==> src/cmcr_pkg.sv <==
package cmcr_pkg;

   // ------------------------------------------------------------------
   // Bus geometry.
   // ------------------------------------------------------------------
   localparam int ADDR_W = 12;
   localparam int IDX_W = 10;

   // ------------------------------------------------------------------
   // Register indices; the byte address on the bus is four times these.
   // ------------------------------------------------------------------
   localparam logic [IDX_W-1:0] IDX_CLK_CTRL = 10'h02a;
   localparam logic [IDX_W-1:0] IDX_POS_HI = 10'h02c;
   localparam logic [IDX_W-1:0] IDX_POS_MID = 10'h02d;
   localparam logic [IDX_W-1:0] IDX_POS_LO = 10'h02e;
   localparam logic [IDX_W-1:0] IDX_FSA_HI = 10'h030;
   localparam logic [IDX_W-1:0] IDX_FSA_LO = 10'h031;
   localparam logic [IDX_W-1:0] IDX_FSB_HI = 10'h032;
   localparam logic [IDX_W-1:0] IDX_FSB_LO = 10'h033;
   localparam logic [IDX_W-1:0] IDX_REF_BYP = 10'h038;
   localparam logic [IDX_W-1:0] IDX_STAMP_CTRL = 10'h03b;
   localparam logic [IDX_W-1:0] IDX_PREEMPH = 10'h048;

   // ------------------------------------------------------------------
   // Values after reset.
   // ------------------------------------------------------------------
   localparam logic [7:0] RST_CLK_CTRL = 8'h20;
   localparam logic [15:0] RST_FS = 16'ha000;
   localparam logic [7:0] RST_REF_BYP = 8'h00;
   localparam logic [7:0] RST_STAMP = 8'h00;
   localparam logic [7:0] RST_PREEMPH = 8'h00;
   localparam logic [23:0] RST_POS = 24'h000000;

   // ------------------------------------------------------------------
   // Field positions and code points.
   // ------------------------------------------------------------------
   localparam int BIT_DEVICE_CLOCK_INPUT_PECL = 2;
   localparam int BIT_REF_PECL = 1;
   localparam int BIT_REF_INV = 0;
   localparam int BIT_BYPASS = 0;
   localparam int BIT_STAMP_RECV = 0;
   localparam int BIT_STAMP_PECL = 1;
   localparam int PE_MSB = 3;
   localparam logic [15:0] FS_MIN_CODE = 16'h2000;

   // ------------------------------------------------------------------
   // Configuration byte table: slot order, index and reset value.
   // ------------------------------------------------------------------
   localparam int CFG_NUM = 8;
   localparam logic [IDX_W-1:0] CFG_IDX [CFG_NUM] = '{IDX_CLK_CTRL, IDX_FSA_HI, IDX_FSA_LO,
      IDX_FSB_HI, IDX_FSB_LO, IDX_REF_BYP, IDX_STAMP_CTRL, IDX_PREEMPH};
   localparam logic [7:0] CFG_RST [CFG_NUM] = '{RST_CLK_CTRL, RST_FS[15:8], RST_FS[7:0],
      RST_FS[15:8], RST_FS[7:0], RST_REF_BYP, RST_STAMP, RST_PREEMPH};

   // ------------------------------------------------------------------
   // Carriers.
   // ------------------------------------------------------------------
   typedef struct packed {
      logic [ADDR_W-1:0] paddr;
      logic psel;
      logic penable;
      logic pwrite;
      logic [31:0] pwdata;
      logic [3:0] pstrb;
   } cmcr_apb_req_s;

   typedef struct packed {
      logic [31:0] prdata;
      logic pready;
      logic pslverr;
   } cmcr_apb_rsp_s;

   typedef struct packed {
      logic valid;
      logic [IDX_W-1:0] idx;
      logic [7:0] data;
   } cmcr_wr_s;

   // ------------------------------------------------------------------
   // Decoding shared by the bus slave and the read multiplexer.
   // ------------------------------------------------------------------
   function automatic logic cmcr_is_status(input logic [IDX_W-1:0] idx);
      cmcr_is_status = (idx == IDX_POS_HI) || (idx == IDX_POS_MID) || (idx == IDX_POS_LO);
   endfunction : cmcr_is_status

   function automatic logic cmcr_is_mapped(input logic [IDX_W-1:0] idx);
      logic hit;
      hit = cmcr_is_status(idx);
      for (int i = 0; i < CFG_NUM; i++) begin
         if (CFG_IDX[i] == idx) begin
            hit = 1'b1;
         end
      end
      cmcr_is_mapped = hit;
   endfunction : cmcr_is_mapped

endpackage : cmcr_pkg

==> src/cmcr_top.sv <==
// Functional notes
// - Clock-input control bits 7..3 are writable spare bits resetting to 00100.
// - Clock-input bit 2, reset 0, selects low-voltage PECL for device clock input.
// - Clock-input bit 1, reset 0, selects low-voltage PECL for reference input.
// - Clock-input bit 0, reset 0, inverts the reference before alignment use.
// - A read-only 24-bit word reports reference edge position against device clock.
// - That position word spans indices 0x02c to 0x02e.
// - Input A full-scale code, 16-bit read-write at 0x030..0x031, resets 0xa000.
// - Input B full-scale code, identical, at 0x032..0x033, resets 0xa000.
// - Codes 0x2000, 0xa000, 0xffff mean 500, 800, 1000 mVpp.
// - Bypass bit 0 at 0x038, reset 0, uses 1.1 V supply as reference.
// - Timestamp control bit 0 at 0x03b, reset 0, enables the receiver.
// - Timestamp control bit 1, reset 0, selects low-voltage PECL; bits 7..2 spare.
// - Pre-emphasis register at 0x048 resets 0x00; bits 3..0 hold setting.
// - The pre-emphasis setting drives all sixteen serial lanes together.
//
// Decided for this implementation: the APB interface to the registers.
`timescale 1ns/1ns
module cmcr_top #(
   parameter int NUM_LANES = 16
) (
   input wire logic ref_clk,
   input wire logic srst,
   input wire cmcr_pkg::cmcr_apb_req_s apb_req,
   output cmcr_pkg::cmcr_apb_rsp_s apb_rsp,
   input wire logic [23:0] edge_position_in,
   input wire logic ref_input_raw,
   output logic ref_for_alignment,
   output logic devclock_low_voltage_pecl_select,
   output logic ref_input_low_voltage_pecl_select,
   output logic ref_input_polarity_invert,
   output logic [15:0] input_a_fullscale_code,
   output logic [15:0] input_b_fullscale_code,
   output logic input_a_below_min,
   output logic input_b_below_min,
   output logic reference_bypass_bit,
   output logic stamp_input_receiver_enable,
   output logic stamp_input_low_voltage_pecl_select,
   output logic [3:0] lane_preemphasis_setting,
   output logic [NUM_LANES-1:0][3:0] lane_preemph
);
   import cmcr_pkg::*;

   // ------------------------------------------------------------------
   // Declarations.
   // ------------------------------------------------------------------
   cmcr_wr_s wr;
   logic rd_setup;
   logic [IDX_W-1:0] rd_idx;
   logic [7:0] rd_byte;
   logic [7:0] cfg_q [CFG_NUM];
   logic [7:0] clk_ctrl;
   logic [7:0] ref_byp;
   logic [7:0] stamp_ctrl;
   logic [7:0] preemph;

   logic [23:0] pos_ff;
   logic [23:0] nxt_pos;
   logic [15:0] pos_snap_ff;
   logic [15:0] nxt_pos_snap;
   logic ref_align_ff;
   logic nxt_ref_align;
   logic below_a_ff;
   logic nxt_below_a;
   logic below_b_ff;
   logic nxt_below_b;

   // ------------------------------------------------------------------
   // Bus slave.
   // ------------------------------------------------------------------
   cmcr_apb_slave u_apb (
      .ref_clk(ref_clk),
      .srst(srst),
      .apb_req(apb_req),
      .rd_byte(rd_byte),
      .apb_rsp(apb_rsp),
      .wr(wr),
      .rd_setup(rd_setup)
   );

   assign rd_idx = apb_req.paddr[ADDR_W-1:2];

   // ------------------------------------------------------------------
   // Configuration bytes, one instance per table slot.
   // ------------------------------------------------------------------
   // Reset values of every byte come from one table, so clock control starts at 0x20.
   generate
      for (genvar g = 0; g < CFG_NUM; g++) begin : g_cfg
         cmcr_cfg_byte #(
            .IDX(CFG_IDX[g]),
            .RST(CFG_RST[g])
         ) u_byte (
            .ref_clk(ref_clk),
            .srst(srst),
            .wr(wr),
            .q(cfg_q[g])
         );
      end
   endgenerate

   assign clk_ctrl = cfg_q[0];
   assign ref_byp = cfg_q[5];
   assign stamp_ctrl = cfg_q[6];
   assign preemph = cfg_q[7];

   // ------------------------------------------------------------------
   // Control outputs.
   // ------------------------------------------------------------------
   // Each control leaves the block straight from its storage flop.
   assign devclock_low_voltage_pecl_select = clk_ctrl[BIT_DEVICE_CLOCK_INPUT_PECL];
   assign ref_input_low_voltage_pecl_select = clk_ctrl[BIT_REF_PECL];
   assign ref_input_polarity_invert = clk_ctrl[BIT_REF_INV];
   // The analog front end maps the code piecewise to 500/800/1000 mVpp.
   assign input_a_fullscale_code = {cfg_q[1], cfg_q[2]};
   assign input_b_fullscale_code = {cfg_q[3], cfg_q[4]};
   assign reference_bypass_bit = ref_byp[BIT_BYPASS];
   assign stamp_input_receiver_enable = stamp_ctrl[BIT_STAMP_RECV];
   assign stamp_input_low_voltage_pecl_select = stamp_ctrl[BIT_STAMP_PECL];
   assign lane_preemphasis_setting = preemph[PE_MSB:0];

   // One global setting fans out to every lane; lanes cannot be tuned apart.
   generate
      for (genvar l = 0; l < NUM_LANES; l++) begin : g_lane
         assign lane_preemph[l] = preemph[PE_MSB:0];
      end
   endgenerate

   // ------------------------------------------------------------------
   // Status and reference path.
   // ------------------------------------------------------------------
   // The edge word is sampled every cycle. Reading its top byte freezes the two lower
   // bytes, so a three-byte read taken top first gives one coherent sample.
   always_comb begin
      nxt_pos = edge_position_in;
      nxt_pos_snap = pos_snap_ff;
      if (rd_setup && (rd_idx == IDX_POS_HI)) begin
         nxt_pos_snap = pos_ff[15:0];
      end
      nxt_ref_align = ref_input_raw ^ clk_ctrl[BIT_REF_INV];
      nxt_below_a = input_a_fullscale_code < FS_MIN_CODE;
      nxt_below_b = input_b_fullscale_code < FS_MIN_CODE;
   end

   // Register only.
   always_ff @(posedge ref_clk) begin
      if (srst) begin
         pos_ff <= RST_POS;
         pos_snap_ff <= RST_POS[15:0];
         ref_align_ff <= 1'b0;
         below_a_ff <= 1'b0;
         below_b_ff <= 1'b0;
      end else begin
         pos_ff <= nxt_pos;
         pos_snap_ff <= nxt_pos_snap;
         ref_align_ff <= nxt_ref_align;
         below_a_ff <= nxt_below_a;
         below_b_ff <= nxt_below_b;
      end
   end

   assign ref_for_alignment = ref_align_ff;
   assign input_a_below_min = below_a_ff;
   assign input_b_below_min = below_b_ff;

   // ------------------------------------------------------------------
   // Read multiplexer.
   // ------------------------------------------------------------------
   // Unmapped indices return zero; the slave flags them with an error as well.
   always_comb begin
      rd_byte = 8'h00;
      case (rd_idx)
         IDX_POS_HI: rd_byte = pos_ff[23:16];
         IDX_POS_MID: rd_byte = pos_snap_ff[15:8];
         IDX_POS_LO: rd_byte = pos_snap_ff[7:0];
         default: begin
            for (int i = 0; i < CFG_NUM; i++) begin
               if (cmcr_is_mapped(rd_idx) && (CFG_IDX[i] == rd_idx)) begin
                  rd_byte = cfg_q[i];
               end
            end
         end
      endcase
   end
endmodule : cmcr_top

==> src/cmcr_cfg_byte.sv <==
`timescale 1ns/1ns
module cmcr_cfg_byte #(
   parameter logic [9:0] IDX = 10'h000,
   parameter logic [7:0] RST = 8'h00
) (
   input wire logic ref_clk,
   input wire logic srst,
   input wire cmcr_pkg::cmcr_wr_s wr,
   output logic [7:0] q
);
   import cmcr_pkg::*;

   logic [7:0] byte_ff;
   logic [7:0] nxt_byte;

   // ------------------------------------------------------------------
   // Storage.
   // ------------------------------------------------------------------
   // Whole byte is stored, reserved bits included, so software reads back what it wrote.
   always_comb begin
      nxt_byte = byte_ff;
      if (wr.valid && (wr.idx == IDX)) begin
         nxt_byte = wr.data;
      end
   end

   // Register only.
   always_ff @(posedge ref_clk) begin
      if (srst) begin
         byte_ff <= RST;
      end else begin
         byte_ff <= nxt_byte;
      end
   end

   assign q = byte_ff;

endmodule : cmcr_cfg_byte

==> src/cmcr_apb_slave.sv <==
`timescale 1ns/1ns
module cmcr_apb_slave (
   input wire logic ref_clk,
   input wire logic srst,
   input wire cmcr_pkg::cmcr_apb_req_s apb_req,
   input wire logic [7:0] rd_byte,
   output cmcr_pkg::cmcr_apb_rsp_s apb_rsp,
   output cmcr_pkg::cmcr_wr_s wr,
   output logic rd_setup
);
   import cmcr_pkg::*;

   logic [IDX_W-1:0] idx;
   logic setup;
   logic mapped;
   logic [31:0] prdata_ff;
   logic [31:0] nxt_prdata;
   logic err_ff;
   logic nxt_err;

   assign idx = apb_req.paddr[ADDR_W-1:2];
   assign setup = apb_req.psel & ~apb_req.penable;
   assign mapped = cmcr_is_mapped(idx);

   // ------------------------------------------------------------------
   // Answer path.
   // ------------------------------------------------------------------
   // Read data and error are settled during the setup cycle, so the access phase never waits.
   always_comb begin
      nxt_prdata = prdata_ff;
      nxt_err = err_ff;
      if (setup) begin
         nxt_err = ~mapped;
         nxt_prdata = (apb_req.pwrite | ~mapped) ? 32'h00000000 : {24'h000000, rd_byte};
      end
   end

   // Register only.
   always_ff @(posedge ref_clk) begin
      if (srst) begin
         prdata_ff <= 32'h00000000;
         err_ff <= 1'b0;
      end else begin
         prdata_ff <= nxt_prdata;
         err_ff <= nxt_err;
      end
   end

   // Zero wait states; the error flag is shown only while the access phase lasts.
   assign apb_rsp.prdata = prdata_ff;
   assign apb_rsp.pready = 1'b1;
   assign apb_rsp.pslverr = err_ff & apb_req.psel & apb_req.penable;

   // Writes to the status bytes are dropped here without an error.
   assign wr.valid = apb_req.psel & apb_req.penable & apb_req.pwrite & apb_req.pstrb[0]
                     & mapped & ~cmcr_is_status(idx);
   assign wr.idx = idx;
   assign wr.data = apb_req.pwdata[7:0];
   assign rd_setup = setup & ~apb_req.pwrite;

endmodule : cmcr_apb_slave

==> config.mk <==
export PLATFORM = sky130hd
export DESIGN_NAME = cmcr_top
export DESIGN_NICKNAME = d
export VERILOG_FILES = /design/src/cmcr_pkg.sv /design/src/cmcr_top.sv /design/src/cmcr_cfg_byte.sv /design/src/cmcr_apb_slave.sv
export SDC_FILE = /design/constraint.sdc
export NUM_CORES = 1
export LEC_CHECK = 0
export ABC_AREA = 1
export BUFFER_PORTS_ARGS = -buffer_cell sky130_fd_sc_hd__buf_4
export CAP_MARGIN = 10
export CORE_MARGIN = 10
export CORE_UTILIZATION = 30
export CTS_CLUSTER_SIZE = 20
export DETAILED_ROUTE_END_ITERATION = 8
export GPL_ROUTABILITY_DRIVEN = 0
export PLACE_DENSITY = 0.58
export REMOVE_ABC_BUFFERS = 1
export SLEW_MARGIN = 40
export SYNTH_ARGS = -nofsm -noshare
export SYNTH_HDL_FRONTEND = slang
export SYNTH_SLANG_ARGS = --single-unit
==> constraint.sdc <==
create_clock -name ref_clk -period 2.4 [get_ports ref_clk]
set_input_delay 0 -clock ref_clk [delete_from_list [all_inputs] [get_ports ref_clk]]
set_output_delay 0 -clock ref_clk [all_outputs]
set_load 0.1 [all_outputs]
Yosys cells after proc, flatten, opt, wreduce, memory -nomap -nowiden

Index checks and enable logic that the tools add are counted.

Magnitude comparators: 2
Eq/ne operators: 19
Multiplexer cells: 19
Bitwise gates (word level): 15
Reduce and logical (&&, ||, !) cells: 20

Operators with widths:

| cell                                                 | count |
|---|---|
| equality test 10 x 6 -> 1 bit, second input constant | 10 |
| 2-to-1 mux 8 bit                                     | 9 |
| equality test 6 x 10 -> 1 bit, first input constant  | 7 |
| < comparator 16 x 14 -> 1 bit, second input constant | 2 |
| case mux 8 bit (3 select lines)                      | 1 |
| logical AND 1 bit                                    | 17 |
| equality test 10 x 7 -> 1 bit, second input constant | 1 |
| equality test 7 x 10 -> 1 bit, first input constant  | 1 |
| AND 1 bit                                            | 9 |
| 2-to-1 mux 1 bit                                     | 9 |
| inverter 1 bit                                       | 4 |
| OR reduction 3 bit                                   | 1 |
| logical OR 1 bit                                     | 2 |
| bitwise OR 1 bit                                     | 1 |
| XOR 1 bit                                            | 1 |

Logic and storage cells: 90
Bits in registers: 140
Input bits: 78

Logic depth before layout (Yosys ltp)

Depth in word-level cells: 23
Mapped depth: 13
Gate-level depth less buffers: 13

Modules after synthesis

Synthesis repeated with hierarchy kept, for this count alone.

Cell total of the unflattened synthesis: 1032
Area, all modules: 7026.7 um^2

Modules (own cells, without submodules):

| module                           | cells an instance | area an instance (um^2) | times used |
|---|---|---|---|
| cmcr_top                         | 412               | 2721.4                  | 1 |
| cmcr_apb_slave                   | 116               | 829.5                   | 1 |
| cmcr_cfg_byte at g_cfg[0].u_byte | 61                | 485.5                   | 1 |
| cmcr_cfg_byte at g_cfg[5].u_byte | 69                | 451.7                   | 1 |
| cmcr_cfg_byte at g_cfg[3].u_byte | 60                | 436.7                   | 1 |
| cmcr_cfg_byte at g_cfg[2].u_byte | 63                | 426.7                   | 1 |
| cmcr_cfg_byte at g_cfg[1].u_byte | 67                | 422.9                   | 1 |
| cmcr_cfg_byte at g_cfg[4].u_byte | 61                | 419.2                   | 1 |
| cmcr_cfg_byte at g_cfg[7].u_byte | 63                | 417.9                   | 1 |
| cmcr_cfg_byte at g_cfg[6].u_byte | 60                | 415.4                   | 1 |

Worst setup path before layout

Ideal clock, no wire load.

Path kind: register -> register
Start: register g_cfg[3].u_byte.byte_ff[6]
End: register u_apb.prdata_ff[6]
Stages on the path, launching flop included: 11
Setup slack: 0.685 ns
Arrival: 1.644 ns
Buffers on the path: 0
Library setup time: 0.071 ns
Path through: dfxtp_1 -> inv_1 -> nand4_1 -> nand2_1 -> nor2_1 -> nand2_1 -> nand3_1 -> nand2_1 -> nand2_1 -> nand2_1 -> a21oi_1

Longest elaborated chain between the ends: 7

Ends and longest elaborated chain:

| what                            | line                 | text |
|---|---|---|
| start: declaration              | cmcr_cfg_byte.sv:13  | `logic [7:0] byte_ff;` |
| start signal: assignment        | cmcr_cfg_byte.sv:32  | `byte_ff <= nxt_byte;` |
| 2-to-1 mux 8 bit (5 in a row)   | cmcr_top.sv:177      | `if (cmcr_is_mapped(rd_idx) && (CFG_IDX[i] == rd_idx)) begin` |
| case mux 8 bit (3 select lines) | cmcr_top.sv:171      | `case (rd_idx)` |
| 2-to-1 mux 8 bit                | cmcr_apb_slave.sv:34 | `nxt_prdata = (apb_req.pwrite \| ~mapped) ? 32'h00000000 : {24'h000000, rd_byte};` |
| end signal: assignment          | cmcr_apb_slave.sv:44 | `prdata_ff <= nxt_prdata;` |
| end: declaration                | cmcr_apb_slave.sv:16 | `logic [31:0] prdata_ff;` |

Every way passes these cells.
A chain may end at the register's enable or synchronous reset.

Final worst setup path

Start: input apb_req[37] in the netlist's numbering
End: register g_cfg[2].u_byte.byte_ff[1]

Longest elaborated chain between the ends: 6

Ends and longest elaborated chain:

| what                   | line                 | text |
|---|---|---|
| start: declaration     | cmcr_top.sv:24       | `input wire cmcr_pkg::cmcr_apb_req_s apb_req,` |
| AND 1 bit (3 in a row) | cmcr_apb_slave.sv:55 | `assign wr.valid = apb_req.psel & apb_req.penable & apb_req.pwrite & apb_req.pstrb[0]` |
| AND 1 bit (2 in a row) | cmcr_apb_slave.sv:56 | `& mapped & ~cmcr_is_status(idx);` |
| logical AND 1 bit      | cmcr_cfg_byte.sv:22  | `if (wr.valid && (wr.idx == IDX)) begin` |
| end signal: assignment | cmcr_cfg_byte.sv:32  |  |
| end: declaration       | cmcr_cfg_byte.sv:13  |  |

Every way passes these cells.

==> results.yml <==
power:
  p_switching_mw: 1.20
  ir_worst_vdd_mv: 0.469
  seq_power_share_pct: 39.8
  p_sw_share_pct: 24.4
  intPower_mw: 3.72
  p_comb_share_pct: 8.9
  p_total_mw: 4.92
  clkPwrFrac_pct: 51.2
  p_leak_nw: 3.43
  p_per_area_nw_per_um2: 654
layout:
  final_cell_mix: "181 x buf_4, 116 x dfxtp_1, 101 x inv_1, 86 x nor2_1, 84 x o21ai_0"
  layout-drive-gt1-share_pct: 25.1
  fin_area_um2: 7510
  fin_cells: 1155
  layout_commonest_cell: "buf_4"
  antenna_cells: 0
  final_util_pct: 40.4
  fin_nets: 987
  area_growth_pct: 33.1
  num-fill-cells: 1935
worst_setup_path:
  cpMaxStageDelayCell: "dlygate4sd3_1"
  critPathArrivalTime_ns: 2.06
  reg2reg_slack_ns: 1.09
  timing.rr.end: "u_apb.prdata_ff[2]"
  critPathKind: "in -> reg"
  cpPeakStageDelay_ns: 0.54
  rr_worst_depth: 4
  cp-end-kind: "register"
  critPathTopFamily: "compound AO/OA/AOI/OAI gates"
  critPathRequiredTime_ns: 2.70
  reg2reg_from: "g_cfg[7].u_byte.q[2]"
  start_kind: "input pin"
  worst-path-buf-inv: 2
  cp_cell_sequence: "dlygate4sd3_1, buf_4, nand2_1, nor2_1, nand3_1, a21oi_4, nand2_4, o21ai_0, a21oi_1"
  crit_fanout: 16
detailed_routing:
  drt_iter0_markers: 245
  vias: 5058
  viasPerCell: 4.38
  drt-pass1-iter-count: 4
  ant_nets: 0
  wl_met3_um: 1000
  wire_per_inst_um: 14.8
  wirelength_met1_um: 7360
  wl_met2_um: 8440
  drc: 0
  drt-total-wl_um: 17100
  top_layer_used: "met4"
logic_synthesis:
  synth_cells: 767
  yosysWarnings: 0
  syn_area_um2: 5640
  synth_seq_cells: 116
  yosysUniqueCellTypes: 33
  seq_area_frac_synth_pct: 41.1
  avgSynthCellArea_um2: 7.36
floorplan:
  dieArea_um2: 24700
  start_util_pct: 30.4
  io_pins: 221
  die_w_um: 157
  die_h_um: 157
  rows: 50
  core-area_um2: 18600
cts:
  clk_pin_slew_ns: 0.05
  cts_tree: "done"
  post_cts_resized: 0
  holdBufCountCts: 36
  htree_num_levels: 4
  clock-sinks: 116
  cts_buffers: 17
  postCtsSetupBuffers: 0
  cts-root-buf: "clkbuf_16"
  clkLatencyLatePin_ns: 0.42
  cts_buffer_depth: 2
timing:
  timing.final.crit_share_pct: 73.0
  setup_viol: 0
  slew_viol_final: 0
  finalClockSkew_ns: 0.0123
  fin_hold_ws_ns: 0.0439
  tightest_slew_ns: 0.640
  rsz0062_at_grt: "false"
  tns_ns: 0
  final.min_clock_period_ns: 1.75
  setup_slack_ns: 0.647
  relSlewSlack_pct: 57.2
  hold_viol_final: 0
  fmax_mhz: 570
placed_design:
  place_inst: 1088
  dp_slack_ns: 0.303
  placed_area_um2: 6570
  dp.final_hpwl_um: 12800
  port_buffers: 166
worst_hold_path:
  worstHoldPathType: "in -> reg"
  hold_end: "u_apb.prdata_ff[1]"
  min-delay-start: "apb_req[36]"
  hold_depth: 6
grt:
  grt_pass1_wl_um: 26200
  grt_max_degree: 72
  antenna_found_initial: 0
  track_usage_pct: 13.5
  overflow: 0
  grt_pass1_vias: 4877
outcome:
  outcome: "finished clean"
job:
  cap_violations: 0
-- layer usage --
layer  GRT usage [%]  vias to the layer above
li1                -                     2645
met2            22.8                      125
met5               0                        -
met3            4.12                       14
met4            5.52                        0
met1            15.7                     2274
-- cell type report --
class | instances | area [um^2] | area share [%]
well taps | 234 | 293 | 3.90
clock inverters | 11 | 135 | 1.80
repair buffers | 218 | 1740 | 23.2
multi-input cells | 452 | 2180 | 29.1
inverters | 104 | 390 | 5.20
clock buffers | 20 | 447 | 5.95
flip-flops and latches | 116 | 2320 | 30.9
-- state kept, by name, indices dropped and copies added, names as in the netlist --
| register | flops |
|---|---|
| g_cfg.u_byte.q | 64 |
| pos_ff | 24 |
| pos_snap_ff | 16 |
| u_apb.prdata_ff | 8 |
| input_a_below_min | 1 |
| input_b_below_min | 1 |
| ref_for_alignment | 1 |
| u_apb.err_ff | 1 |
-- synthesized netlist by cell type (all sizes together) --
| cell | n | area share (%) |
|---|---|---|
| nand4 | 13 | 1.4 |
| dfxtp | 116 | 41 |
| a31oi | 2 | 0.22 |
| inv | 102 | 6.8 |
| xnor2 | 1 | 0.16 |
| o21bai | 7 | 0.93 |
| o31ai | 1 | 0.13 |
| buf | 105 | 14 |
| conb | 2 | 0.13 |
| o21ai | 87 | 7.7 |
| o21a | 3 | 0.40 |
| nor3 | 12 | 1.4 |
| clkinv | 2 | 0.13 |
| clkbuf | 13 | 0.86 |
| nand3 | 29 | 2.7 |
| nor4 | 4 | 0.44 |
| nor2 | 94 | 6.8 |
| nand2 | 87 | 6.4 |
| o211ai | 9 | 1.2 |
| a21oi | 78 | 7.1 |
-- cell families (layout without fill, tap and decap cells) --
family                    after synthesis  after routing  share of synthesized area [%]
AOI/OAI and AO/OA                     187            187                           17.7
xor gates and xnor gates                1              1                          0.155
buffers and inverters                 222            353                           21.7
DFF                                   116            116                           41.1
other                                   2             25                          0.133
and+or+nand+nor                       239            239                           19.2
-- tightest hold or removal path, stage by stage --
cell	delay, ns
buf_4	0.09
inv_1	0.04
nand3_1	0.12
nor2_1	0.05
nand2_1	0.06
a21oi_1	0.05
-- power groups by stage --
stage,Clock [mW],Sequential [mW],Combinational [mW]
2_1_floorplan,0,2.00,0.256
3_3_place_gp,0,2.00,0.390
3_5_place_dp,0,2.00,0.391
4_1_cts,2.56,1.96,0.439
5_1_grt,2.65,1.96,0.473
6_report,2.52,1.96,0.440
-- how the worst max path moves through the flow --
stage,startpoint,end,slack (ns),cells after the start
floorplan,g_cfg[7].u_byte.q[3],u_apb.prdata_ff[3],-10.10,4
global placement,apb_req[50],g_cfg[0].u_byte.q[1],0.28,10
detailed placement,apb_req[50],g_cfg[0].u_byte.q[0],0.30,10
CTS,apb_req[37],g_cfg[2].u_byte.q[1],0.69,9
global route,apb_req[48],g_cfg[0].u_byte.q[0],0.46,10
finish,apb_req[37],g_cfg[2].u_byte.q[1],0.65,9
(Power assumes the default switching activity.)
